<file path="config.mk">
export PLATFORM = sky130hd
export DESIGN_NAME = dpc_lane_check
export DESIGN_NICKNAME = d
export VERILOG_FILES = /design/src/hdl/dpc_pkg.sv /design/src/hdl/dpc_lane_check.sv
export SDC_FILE = /design/constraint.sdc
export NUM_CORES = 1
export LEC_CHECK = 0
export BUFFER_PORTS_ARGS = -buffer_cell sky130_fd_sc_hd__buf_2
export CAP_MARGIN = 0
export CORE_UTILIZATION = 30
export CTS_CLUSTER_SIZE = 30
export DETAILED_ROUTE_END_ITERATION = 6
export SYNTH_ARGS = -nofsm -noshare
export SYNTH_HDL_FRONTEND = slang
export SYNTH_SLANG_ARGS = --single-unit
</file>
<file path="constraint.sdc">
create_clock -name ref_clk_in -period 4.7 [get_ports ref_clk_in]
set_input_delay 0.47 -clock ref_clk_in [delete_from_list [all_inputs] [get_ports ref_clk_in]]
set_output_delay 0.47 -clock ref_clk_in [all_outputs]
set_load 0.05 [all_outputs]
</file>
<file path="src/hdl/dpc_pkg.sv">
// constants, register map and shared helpers of the datapath pattern checker
// assumes one sample clock and a plain register port with 9-bit addresses
//
// Overview of operation
// - mode bit picks 7-bit or 15-bit polynomial
// - per-DAC good flag reads 1 while matching
// - mismatch drops flag sticky; clear restores, zeroes counts
// - separate 8-bit error count per DAC, reset zero
// - 3-bit readback selector, resets to seven
// - selector 0-2 and 3-5 alike pick channel 0-2 of both DAC0 and DAC1
// - selector 6: OR of flags, sum of counts
package dpc_pkg;
   localparam int SAMPLE_W = 16;
   localparam int NUM_CH = 6;
   localparam int CH_PER_DAC = 3;
   localparam int ADDR_W = 9;
   localparam int DATA_W = 8;
   localparam int CNT_W = 8;

   localparam logic [ADDR_W-1:0] ADDR_CTRL = 9'h14B;
   localparam logic [ADDR_W-1:0] ADDR_CNT0 = 9'h14C;
   localparam logic [ADDR_W-1:0] ADDR_CNT1 = 9'h14D;
   localparam logic [ADDR_W-1:0] ADDR_SEL = 9'h14E;

   localparam int BIT_EN = 0;
   localparam int BIT_CLR = 1;
   localparam int BIT_POLY = 2;
   localparam int BIT_INV0 = 3;
   localparam int BIT_INV1 = 4;
   localparam int BIT_GOOD0 = 6;
   localparam int BIT_GOOD1 = 7;
   localparam int SEL_W = 3;

   localparam logic RST_EN = 1'h0;
   localparam logic RST_CLR = 1'h0;
   localparam logic RST_POLY = 1'h0;
   localparam logic RST_INV0 = 1'h0;
   localparam logic RST_INV1 = 1'h1;
   localparam logic [SEL_W-1:0] RST_SEL = 3'h7;
   localparam logic [CNT_W-1:0] RST_CNT = 8'h00;
   localparam logic [DATA_W-1:0] RD_ZERO = 8'h00;

   localparam logic [SEL_W-1:0] SEL_DAC1_BASE = 3'h3;
   localparam logic [SEL_W-1:0] SEL_ALL = 3'h6;
   localparam logic [CNT_W-1:0] CNT_MAX = 8'hFF;

   // taps of x^7+x^6+1 and x^15+x^14+1, as bit distances back in the stream
   localparam int TAP7_A = 7;
   localparam int TAP7_B = 6;
   localparam int TAP15_A = 15;
   localparam int TAP15_B = 14;

   // counts saturate rather than wrap, so a long failing run never reads 0
   function automatic logic [CNT_W-1:0] sat_add(
      input logic [CNT_W-1:0] a,
      input logic [CNT_W-1:0] b);
      logic [CNT_W:0] s;
      s = {1'b0, a} + {1'b0, b};
      return s[CNT_W] ? CNT_MAX : s[CNT_W-1:0];
   endfunction
endpackage

</file>
<file path="src/hdl/dpc_lane_check.sv">
// one channel's pattern checker: self-synchronising on the previous word
// assumes samples arrive on the checker clock, bit 0 the newest bit
module dpc_lane_check import dpc_pkg::*; (
   input wire logic ref_clk_in,
   input wire logic rst_in,
   input wire logic [SAMPLE_W-1:0] sample_in,
   input wire logic sample_valid_in,
   input wire logic enable_in,
   input wire logic poly15_in,
   input wire logic invert_in,
   input wire logic clear_in,
   output logic good_out,
   output logic [CNT_W-1:0] count_out
);
   typedef struct packed {
      logic [SAMPLE_W-1:0] prev;
      logic primed;
      logic good;
      logic [CNT_W-1:0] cnt;
   } dpc_lane_type;

   dpc_lane_type st_q;
   dpc_lane_type st_d;
   logic mismatch;

   always_comb begin
      logic [2*SAMPLE_W-1:0] s;
      logic tap;
      s = {st_q.prev, sample_in};
      tap = 1'b0;
      mismatch = 1'b0;
      for (int j = 0; j < SAMPLE_W; j++) begin
         tap = poly15_in ? (s[j+TAP15_A] ^ s[j+TAP15_B])
                         : (s[j+TAP7_A] ^ s[j+TAP7_B]);
         // inverted stream obeys the same recurrence with one extra flip
         mismatch = mismatch | (s[j] ^ tap ^ invert_in);
      end
      st_d = st_q;
      if (!enable_in) begin
         st_d.primed = 1'b0;
      end else if (sample_valid_in) begin
         st_d.prev = sample_in;
         st_d.primed = 1'b1;
         if (st_q.primed && mismatch) begin
            st_d.good = 1'b0;
            st_d.cnt = sat_add(st_q.cnt, 8'h01);
         end
      end
      if (clear_in) begin
         st_d.good = 1'b1;
         st_d.cnt = RST_CNT;
      end
   end

   always_ff @(posedge ref_clk_in) begin
      if (rst_in) begin
         st_q <= '{prev: '0, primed: 1'b0, good: 1'b1, cnt: RST_CNT};
      end else begin
         st_q <= st_d;
      end
   end

   assign good_out = st_q.good;
   assign count_out = st_q.cnt;
endmodule

</file>
* Yosys cells after proc, flatten, opt, wreduce, memory -nomap -nowiden
Index checks and enable logic that the tools add are counted.
W data, S select, Z words.
** Word-level totals
- Register bits after elaboration :: 25
- Input port bits :: 23
- Output and inout port bits :: 9
- Word-level logic and storage cells :: 99
** Cells by class
- $add $sub $neg :: 1
- Mux-type cells :: 17
- Bitwise operators :: 72
- Reduce and logical (&&, ||, !) cells :: 5
** Operators by type and width (number)
- $xor A1 B1 Y1 :: 56
- $mux W1 :: 16
- $or A1 B1 Y1 :: 15
- $add A8 B1 Y9 const B :: 1
- $mux W8 :: 1
- $reduce_or A2 Y1 :: 2
- $reduce_and A3 Y1 :: 1
- $reduce_and A2 Y1 :: 1
- $logic_and A1 B1 Y1 :: 1
- $not A1 Y1 :: 1

* Longest topological paths before layout
Gate-level depths: netlist (run 1).
- Word-level depth :: 21
- Gate-level depth with buffers :: 10
- Depth with buffers taken out :: 8

* Worst setup path after synthesis (run 1)
Ideal clock, no wire load.
- Kind :: input to register
- Start point :: input port poly15_in
- End point :: register st_q (netlist bit count_out[0])
- Library setup time :: 0.116 ns
- Arrival :: 2.097 ns
- Data required time :: 4.584 ns
- Setup slack :: 2.487 ns
- Stages on the path :: 10
- Buffers on the path :: 3
- Cells stage by stage :: buf_4 > buf_6 > mux2i_1 > xor2_1 > nand4_1 > a211oi_2 > o211ai_2 > and2_1 > buf_6 > o211a_1
** Between the ends
- Cells in the longest elaborated chain, start to end :: 20
- Elaborated cells between the ends (all ways) :: 65
- Those cells by class :: mux: 16; bitwise: 47; reduce/logical: 2
** RTL lines
- start, declared :: line dpc_lane_check.sv:9 : input wire logic poly15_in,
- $mux W1 :: line dpc_lane_check.sv:33 : tap = poly15_in ? (s[j+TAP15_A] ^ s[j+TAP15_B])
- $xor A1 B1 Y1 (2 in a row) :: line dpc_lane_check.sv:36 : mismatch = mismatch | (s[j] ^ tap ^ invert_in);
- $or A1 B1 Y1 (14 in a row) :: line dpc_lane_check.sv:36
- $or A1 B1 Y1 * :: line dpc_lane_check.sv:36
- $logic_and A1 B1 Y1 * :: line dpc_lane_check.sv:44 : if (st_q.primed && mismatch) begin
- $reduce_and A3 Y1 (no line) *
- end signal, assigned :: line dpc_lane_check.sv:57 : st_q <= '{prev: '0, primed: 1'b0, good: 1'b1, cnt: RST_CNT};
- end signal, assigned :: line dpc_lane_check.sv:59 : st_q <= st_d;
- end, declared :: line dpc_lane_check.sv:22 : dpc_lane_type st_q;
Every way passes the cells marked *; elsewhere a longest branch is shown, timed or not.
A chain may end at the register's enable or synchronous reset.

* Final worst setup path (run 1)
- Start point :: input port poly15_in
- End point :: register st_q (netlist bit count_out[7])
The elaborated chain is that of the path after synthesis.

==> results of run 1 <==
## state kept, by name (all words and copies together) (netlist names)
name / flops
count_out: 8
good_out: 1
st_q: 16
## final cells by class
cell class / instances / area share [%]
multi-input cells: 162 / 57.7
clock buffers: 3 / 2.17
flip-flops and latches: 25 / 26.3
well taps: 72 / 4.73
repair buffers: 31 / 8.15
clock inverters: 1 / 0.394
inverters: 3 / 0.591
## critical path, cell delays in order
cell,delay (ns)
sky130_fd_sc_hd__buf_2,0.37
sky130_fd_sc_hd__mux2i_1,0.28
sky130_fd_sc_hd__xnor2_1,0.10
sky130_fd_sc_hd__or3_1,0.36
sky130_fd_sc_hd__a211oi_2,0.24
sky130_fd_sc_hd__o211ai_2,0.25
sky130_fd_sc_hd__and2_1,0.30
sky130_fd_sc_hd__a311oi_1,0.25
## logic make-up after synthesis
group / count (synthesis) / share of synthesized area (%)
flops: 25 / 28.9
compound gates: 34 / 13.4
xor+xnor: 40 / 20.2
mux: 18 / 10.4
buf+inv: 22 / 7.66
fa+ha+maj: 1 / 0.722
simple gates: 69 / 18.6
## how the worst max path moves through the flow
stage	startpoint	end	cells past startpoint
2_1_floorplan	poly15_in	count_out[0]	10
3_3_place_gp	poly15_in	count_out[0]	8
3_5_place_dp	poly15_in	count_out[1]	8
4_1_cts	poly15_in	count_out[7]	8
5_1_grt	poly15_in	count_out[7]	8
6_report	poly15_in	count_out[7]	8
## cells in the final DEF (no fill, tap or decap), types with 2 or more instances in the layout
| cell | count |
|---|---|
| sky130_fd_sc_hd__nand2_1 | 39 |
| sky130_fd_sc_hd__buf_2 | 31 |
| sky130_fd_sc_hd__xnor2_1 | 27 |
| sky130_fd_sc_hd__dfxtp_1 | 25 |
| sky130_fd_sc_hd__mux2i_1 | 18 |
| sky130_fd_sc_hd__a21oi_1 | 17 |
| sky130_fd_sc_hd__xor2_1 | 13 |
| sky130_fd_sc_hd__nor2_1 | 8 |
| sky130_fd_sc_hd__nand3_1 | 4 |
| sky130_fd_sc_hd__inv_1 | 3 |
| sky130_fd_sc_hd__and4_1 | 3 |
| sky130_fd_sc_hd__nand4_1 | 3 |
| sky130_fd_sc_hd__a31oi_1 | 3 |
| sky130_fd_sc_hd__a311oi_1 | 3 |
| sky130_fd_sc_hd__clkbuf_8 | 3 |
| sky130_fd_sc_hd__and2_1 | 2 |
| sky130_fd_sc_hd__o21ai_0 | 2 |
| sky130_fd_sc_hd__a22o_1 | 2 |
| sky130_fd_sc_hd__nor3b_1 | 2 |
| sky130_fd_sc_hd__and3_1 | 2 |
| sky130_fd_sc_hd__nor3_1 | 2 |
## Yosys cell counts (4+ instances only)
library cell,n,area (um^2)
sky130_fd_sc_hd__nand2_1,39,146
sky130_fd_sc_hd__nor2_1,8,30.0
sky130_fd_sc_hd__buf_4,9,67.6
sky130_fd_sc_hd__nand3_1,4,20.0
sky130_fd_sc_hd__xnor2_1,27,236
sky130_fd_sc_hd__xor2_1,13,114
sky130_fd_sc_hd__mux2i_1,18,180
sky130_fd_sc_hd__clkbuf_1,5,18.8
sky130_fd_sc_hd__dfxtp_1,25,500
sky130_fd_sc_hd__a21oi_1,17,85.1
## report_power, final
part	total (uW)	leakage, uW	switching [uW]	internal, uW
Sequential	225	0.000203	6.80	218
Clock	136	0.0000217	75.4	60.2
Combinational	110	0.000539	59.0	50.6
Total	470	0.000764	141	329
## routing by layer
layer / vias up / track usage [%] / share of wire, %
met5: - / 0 / 0
met4: 0 / 5.00 / 0.94
met3: 2 / 1.29 / 2.8
met2: 22 / 23.1 / 49
met1: 659 / 17.2 / 47
li1: 742 / - / -
## metrics by stage
| step | total power, uW | hold slack, ns | worst slack (ns) | instances | util [%] |
|---|---|---|---|---|---|
| floorplan | 311 | 0.449 | 2.49 | 209 | - |
| detailed placement | 340 | 0.462 | 1.96 | 293 | 33.5 |
| global placement | 339 | 0.460 | 2.02 | 293 | 33.5 |
| finish | 470 | 0.444 | 2.25 | 297 | 34.4 |
| global route | 494 | 0.463 | 2.05 | 297 | 34.4 |
| CTS | 477 | 0.438 | 2.25 | 297 | 34.4 |
==> qor_table.md, run 1 <==
| Item | This run |
|---|---|
| Via-to-Cell Ratio | 4.80 |
| Placed cell area | 1860 um^2 |
| Multi-input logic area | 1100 um^2 |
| Clock-pin slew on the worst setup and hold paths | 0.10 ns |
| Antenna viol nets, final | 0 |
| Starting utilization of the core area | 31.3% |
| Total of buffers placed on input and output ports | 31 |
| Crit path time final | 2.45 ns |
| Drt first pass iters | 4 |
| Final number of max-transition violations | 0 |
| Initial detailed-routing violation count | 78 |
| Total of fill cells in the finished design | 609 |
| Initial antenna violation count | 0 |
| Share of cells above drive strength 1 | 17.3% |
| Synthesized area per cell | 8.29 um^2 |
| Post-route standard cell area excluding fillers | 1900 um^2 |
| # resized after CTS | 0 |
| Number of nets in the finished design | 250 |
| Placer's final routability congestion estimate | 0.845 |
| Asr flop ratio synth | 0% |
| Root cell of the clock tree | sky130_fd_sc_hd__clkbuf_8 |
| Min-Delay Path Depth | 3 |
| Post-DP HPWL | 2.90 mm |
| Static leakage | 0.000764 uW |
| Cells after synthesis | 209 |
| Flop2flop setup slack | 2.28 ns |
| Routed length per placed instance | 12.8 um |
| Die X-Extent | 78.0 um |
| Proportion of synthesized chip area in sequential cells | 28.9% |
| Hold Vio Cnt, Final | 0 |
| Number of enable flip-flop cells after synthesis | 0 |
| TritonCTS clock tree | built |
| Arrival time worst endpoint | 2.63 ns |
| Count of cells along the worst register-to-register path | 8 |
| Clock tree buffer depth | 2 |
| Die extent in y | 78.0 um |
| Unrepaired setup endpoints after global routing | no |
| Count of buffers added by post-CTS timing repair for setup | 0 |
| Beginning of the worst hold path | sample_in[2] |
| Number of global-route vias before repair | 1,386 |
| Number of top-level design ports | 32 |
| Global-route wire length before repair | 6.53 mm |
| Critical path startpoint category | primary input |
| Ys Warns | 0 |
| Worst clock skew | 0.00203 ns |
| Count of final setup violators | 0 |
| Hold Crit Endpoint | st_q[12] |
| Routed Wire Length | 3.82 mm |
| Worst hold-check path type | in2reg |
| Clock latency at the later pin of the worst-skew pair | 0.27 ns |
| Run status | finished clean |
| Max-capacitance violation count | 0 |
| Die Footprint | 6080 um^2 |
| Max-slew headroom | 61.6% |
| Vias | 1,425 |
| Critical register-to-register path startpoint | st_q[12] |
| Count of distinct cell types in the synthesized netlist | 36 |
| DRC violation count after routing | 0 |
| Reg2reg end | count_out[7] |
| Peak clock frequency supported by timing | 0.408 GHz |
| Count of hold-fix buffers inserted at cts | 0 |
| GRT Util Overall | 13.4% |
| Type of element capturing the critical path | register |
| Number of H-tree levels | 1 |
| Total congestion overflow after global routing | 0 |
| Post-Synthesis Net Count | 233 |
| Required @ worst endpoint | 4.88 ns |
| Primary flip-flop cell chosen by synthesis mapping | sky130_fd_sc_hd__dfxtp_1 |
| Synthesis-to-finish area growth | 9.97% |
| Placeable core region | 5540 um^2 |
| Critical Setup Path Class | in2reg |
| Worst-Margin Slew | 0.576 ns |
| Crit path max fanout | 16 |
| Peak supply drop | 0.101 mV |
| FF+latch count, synth | 25 |
| Cell area after synthesis | 1730 um^2 |
| Final-layout setup total negative slack | 0 ns |
| Number of clock sinks | 25 |
| Cell area power density | 247 nW/um^2 |
| Number of rows created at floorplan | 27 |
| Pin count of the biggest net entering global routing | 19 |
| Period Utilization, post-route | 52.1% |
| Register area | 500 um^2 |
| N_diodes | 0 |
| Number of buffers created by CTS | 3 |
Note: power is estimated with default switching activity, not from simulation.
==> run 2, diff against run 1 <==
Clock period 4.7 ns to 2.5 ns, I/O delays scaled along.
==> run 2 against run 1 <==
Compared with the run above: combinational power increased by 90%; register-to-register slack got worse by 2.1 ns; critical path type is now reg2reg; non-clock buffer count increased by 3; clock power increased by 79%; critical path depth unchanged; clock-buffer cell count unchanged.
==> qor_table.md, run 2 (synthesized netlist as in run 1, its figures left out) <==
| Item | This run |
|---|---|
| Run status | finished clean |
| Reg2reg end | count_out[1] |
| Critical register-to-register path startpoint | st_q[12] |
| Clock-pin slew on the worst setup and hold paths | 0.09 ns |
| Count of hold-fix buffers inserted at cts | 0 |
| Number of clock sinks | 25 |
| Arrival time worst endpoint | 2.48 ns |
| Worst setup timing slack at the placement stage | 0.223 ns |
| Peak supply drop | 0.259 mV |
| Total of fill cells in the finished design | 576 |
| Initial antenna violation count | 0 |
| Critical path startpoint category | register |
| Die X-Extent | 78.0 um |
| Min setup slack post-route | 0.215 ns |
| # resized after CTS | 0 |
| Number of instances in the placed design | 296 |
| Total congestion overflow after global routing | 0 |
| Die extent in y | 78.0 um |
| Die Footprint | 6080 um^2 |
| Most frequent standard cell in the layout excluding fill and tap cells | sky130_fd_sc_hd__nand2_1 |
| Clock tree buffer depth | 2 |
| Antenna viol nets, final | 0 |
| N_diodes | 0 |
| Count of buffers added by post-CTS timing repair for setup | 0 |
| Starting utilization of the core area | 31.3% |
| Worst clock skew | 0.00773 ns |
| Most frequent cells in the layout | sky130_fd_sc_hd__nand2_1, sky130_fd_sc_hd__buf_2, sky130_fd_sc_hd__xnor2_1 |
| Routed Wire Length | 3.77 mm |
| Final-layout setup total negative slack | 0 ns |
| DRC violation count after routing | 0 |
| Synthesis-to-finish area growth | 11.1% |
| Hold Vio Cnt, Final | 0 |
| Type of element capturing the critical path | register |
| Routed length per placed instance | 12.6 um |
| Number of nets in the finished design | 253 |
| Placer's final routability congestion estimate | 0.807 |
| Global-route wire length before repair | 6.60 mm |
| Share of cells above drive strength 1 | 18.4% |
| Number of global-route vias before repair | 1,401 |
| Number of rows created at floorplan | 27 |
| Period Utilization, post-route | 91.4% |
| Register ranked first by flip-flop count | st_q |
| Pin count of the biggest net entering global routing | 19 |
| Flop2flop setup slack | 0.21 ns |
| Fin cells | 300 |
| Placeable core region | 5540 um^2 |
| Worst hold-check path type | in2reg |
| Post-DP HPWL | 2.92 mm |
| Drt first pass iters | 4 |
| Peak clock frequency supported by timing | 0.438 GHz |
| Worst-Margin Slew | 0.566 ns |
| TritonCTS clock tree | built |
| Initial detailed-routing violation count | 56 |
| Beginning of the worst hold path | clear_in |
| GRT Util Overall | 13.5% |
| Clock latency at the later pin of the worst-skew pair | 0.27 ns |
| Final number of max-transition violations | 0 |
| Crit path max fanout | 6 |
| Number of buffers created by CTS | 3 |
| Flip-flop count of the largest register after layout | 16 |
| Vias | 1,425 |
| Count of cells along the worst register-to-register path | 8 |
| Root cell of the clock tree | sky130_fd_sc_hd__clkbuf_8 |
| Hold Crit Endpoint | good_out |
| Max-capacitance violation count | 0 |
| Cell area power density | 455 nW/um^2 |
| Number of top-level design ports | 32 |
| Static leakage | 0.000782 uW |
| Unrepaired setup endpoints after global routing | no |
| Critical Setup Path Class | reg2reg |
| WHS | 0.231 ns |
| Min-Delay Path Depth | 3 |
| Total of buffers placed on input and output ports | 31 |
| Required @ worst endpoint | 2.69 ns |
| Crit path time final | 2.29 ns |
| Total design power | 876 uW |
| Max-slew headroom | 62.3% |
| Count of final setup violators | 0 |
| Number of H-tree levels | 1 |
| Via-to-Cell Ratio | 4.75 |
==> run 2: critical path: stages (launching register included) <==
cell and delay [ns]:
sky130_fd_sc_hd__dfxtp_1 0.41, sky130_fd_sc_hd__xor2_1 0.24, sky130_fd_sc_hd__mux2i_1 0.13, sky130_fd_sc_hd__xnor2_1 0.16, sky130_fd_sc_hd__or3_1 0.37, sky130_fd_sc_hd__a211oi_2 0.25
sky130_fd_sc_hd__o211ai_2 0.16, sky130_fd_sc_hd__and2_1 0.25, sky130_fd_sc_hd__a311oi_2 0.25
==> run 2: final cells by class <==
| type | count | area, um^2 | share of cell area (%) |
|---|---|---|---|
| Tap cell | 72 | 90.1 | 4.68 |
| Clock inverter | 1 | 5.00 | 0.260 |
| Clock buffer | 3 | 41.3 | 2.15 |
| Multi-Input combinational cell | 162 | 1100 | 57.1 |
| Sequential cell | 25 | 500 | 26.0 |
| Timing Repair Buffer | 34 | 178 | 9.23 |
| Inverter | 3 | 11.3 | 0.585 |
==> run 2: through the flow <==
stage,area [um^2],utilization [%]
after floorplan,1730,-
after global placement,1880,33.9
after detailed placement,1880,33.9
after CTS,1920,34.7
after global routing,1920,34.7
final,1920,34.7
==> run 2: how the worst max path moves through the flow <==
stage	start	endpoint
6_report	st_q[12]	count_out[1]
5_1_grt	st_q[12]	count_out[5]
4_1_cts	st_q[12]	count_out[1]
3_5_place_dp	st_q[12]	count_out[1]
3_3_place_gp	st_q[12]	count_out[7]
2_1_floorplan	st_q[12]	count_out[0]
==> run 2: where the power goes <==
part | internal, uW | leakage [uW] | total, uW | switching [uW]
combinational | 97.2 | 0.000553 | 209 | 112
sequential | 410 | 0.000203 | 423 | 13.0
clock | 112 | 0.0000255 | 244 | 133
==> run 2: routing by layer <==
metal	up-vias	global-route usage, %	routed length [um]
met5	-	0	0
met4	0	3.89	29
met3	2	1.53	56
met2	10	23.7	1840
met1	666	17.3	1840
li1	747	-	-
==> run 3, diff against run 2 <==
Settings changed: CORE_ASPECT_RATIO set to 0.6.
==> run 3 against run 2 <==
Compared with the run above: final area up 0.52%; critical path type unchanged; wire length up 9.5%; register-to-register slack better by 0.09 ns; final cell count up 2.7%; power up 0.88%; clock-buffer cell count unchanged; worst hold slack better by 0.0033 ns.
==> qor_table.md, run 3 (synthesized netlist as in run 1, its figures left out) <==
| Item | This run |
|---|---|
| Run status | finished clean |
| Most frequent standard cell in the layout excluding fill and tap cells | sky130_fd_sc_hd__nand2_1 |
| Die Footprint | 6090 um^2 |
| Peak clock frequency supported by timing | 0.456 GHz |
| Number of rows created at floorplan | 21 |
| Count of buffers added by post-CTS timing repair for setup | 0 |
| Number of top-level design ports | 32 |
| Clock tree buffer depth | 2 |
| Worst clock skew | 0.00711 ns |
| Initial antenna violation count | 0 |
| Arrival time worst endpoint | 2.38 ns |
| Max-slew headroom | 60.4% |
| Starting utilization of the core area | 31.1% |
| Drt first pass iters | 4 |
| Number of nets in the finished design | 253 |
| Static leakage | 0.000782 uW |
| Crit path time final | 2.19 ns |
| Number of H-tree levels | 1 |
| Crit path max fanout | 6 |
| Final-layout setup total negative slack | 0 ns |
| WHS | 0.235 ns |
| Placeable core region | 5570 um^2 |
| Share of cells above drive strength 1 | 18.4% |
| # resized after CTS | 0 |
| Placer's final routability congestion estimate | 0.868 |
| Worst hold-check path type | in2reg |
| Die extent in y | 60.9 um |
| Type of element capturing the critical path | register |
| Flip-flop count of the largest register after layout | 16 |
| Slowest CP cell | sky130_fd_sc_hd__dfxtp_1 |
| Unrepaired setup endpoints after global routing | no |
| Total of buffers placed on input and output ports | 31 |
| Routed Wire Length | 4.13 mm |
| Min setup slack post-route | 0.307 ns |
| Number of instances in the placed design | 304 |
| GRT Util Overall | 14.8% |
| Routed length per placed instance | 13.4 um |
| Clock-pin slew on the worst setup and hold paths | 0.09 ns |
| Number of buffers created by CTS | 3 |
| Worst-Margin Slew | 0.595 ns |
| Max-capacitance violation count | 0 |
| Global-route wire length before repair | 6.84 mm |
| Count of final setup violators | 0 |
| Number of global-route vias before repair | 1,364 |
| Cell area power density | 457 nW/um^2 |
| Period Utilization, post-route | 87.7% |
| Slowest Stage Delay on Critical Path | 0.35 ns |
| Initial detailed-routing violation count | 68 |
| Count of hold-fix buffers inserted at cts | 0 |
| WP buf/inv | 0 |
| Peak supply drop | 0.212 mV |
| Via-to-Cell Ratio | 4.77 |
| Number of clock sinks | 25 |
| Vias | 1,470 |
| Total of fill cells in the finished design | 622 |
| Clock latency at the later pin of the worst-skew pair | 0.27 ns |
| Worst setup timing slack at the placement stage | 0.140 ns |
| Synthesis-to-finish area growth | 11.7% |
| Most frequent cells in the layout | sky130_fd_sc_hd__nand2_1, sky130_fd_sc_hd__buf_2, sky130_fd_sc_hd__xnor2_1 |
| Die X-Extent | 100 um |
| N_diodes | 0 |
| Total congestion overflow after global routing | 0 |
| DRC violation count after routing | 0 |
| TritonCTS clock tree | built |
| Post-DP HPWL | 3.23 mm |
| Antenna viol nets, final | 0 |
| Register ranked first by flip-flop count | st_q |
| Critical Setup Path Class | reg2reg |
| Final number of max-transition violations | 0 |
| Pin count of the biggest net entering global routing | 19 |
| Hold Vio Cnt, Final | 0 |
| Family with the most delay on the worst path | simple AND/OR/NAND/NOR gates |
| Root cell of the clock tree | sky130_fd_sc_hd__clkbuf_8 |
| Ordered list of cells on the worst path | xnor2_1 > mux2i_1 > xor2_1 > nor4b_1 > and4_1 > o211ai_2 > and2_1 > a311oi_2 |
| Critical path startpoint category | register |
| Fin cells | 308 |
| Required @ worst endpoint | 2.69 ns |
==> run 3: worst paths after layout <==
check	from	end	slack (ns)	cells past startpoint
max	st_q[14]	count_out[1]	0.31	8
min	sample_in[0]	st_q[10]	0.23	3
max reg2reg	st_q[14]	count_out[1]	0.31	8
min reg2reg	st_q[24]	st_q[24]	0.47	2
==> run 3: cell type report <==
class	count	area, um^2	area share [%]
clock inverter	1	5.00	0.259
sequential	25	500	25.9
multi-input combinational	162	1100	56.8
inverter	3	11.3	0.582
clock buffer	3	41.3	2.13
tap	80	100	5.17
timing repair buffer	34	178	9.18
==> run 3: layer usage <==
layer / up-vias / share of wire [%] / global-route usage (%)
li1: 749 / - / -
met1: 675 / 58 / 22.1
met2: 38 / 37 / 21.9
met3: 8 / 4.3 / 3.57
met4: 0 / 1.1 / 1.86
met5: - / 0 / 0
==> run 3: per-stage QoR <==
step | area, um^2 | power [uW] | util [%]
after floorplan | 1730 | 585 | -
after global placement | 1890 | 647 | 33.9
after detailed placement | 1890 | 648 | 33.9
after CTS | 1930 | 899 | 34.7
after global routing | 1930 | 933 | 34.7
final | 1930 | 884 | 34.7
==> run 3: power by group <==
group | switching (uW) | internal [uW]
Sequential | 13.8 | 410
Clock | 132 | 112
Combinational | 120 | 97.1
Total | 265 | 619
==> run 3: worst min-delay path, delay by kind of cell <==
family	cells	cell delay (ns)
buf+inv	1	0.11
simple gates	1	0.05
compound gates	1	0.05
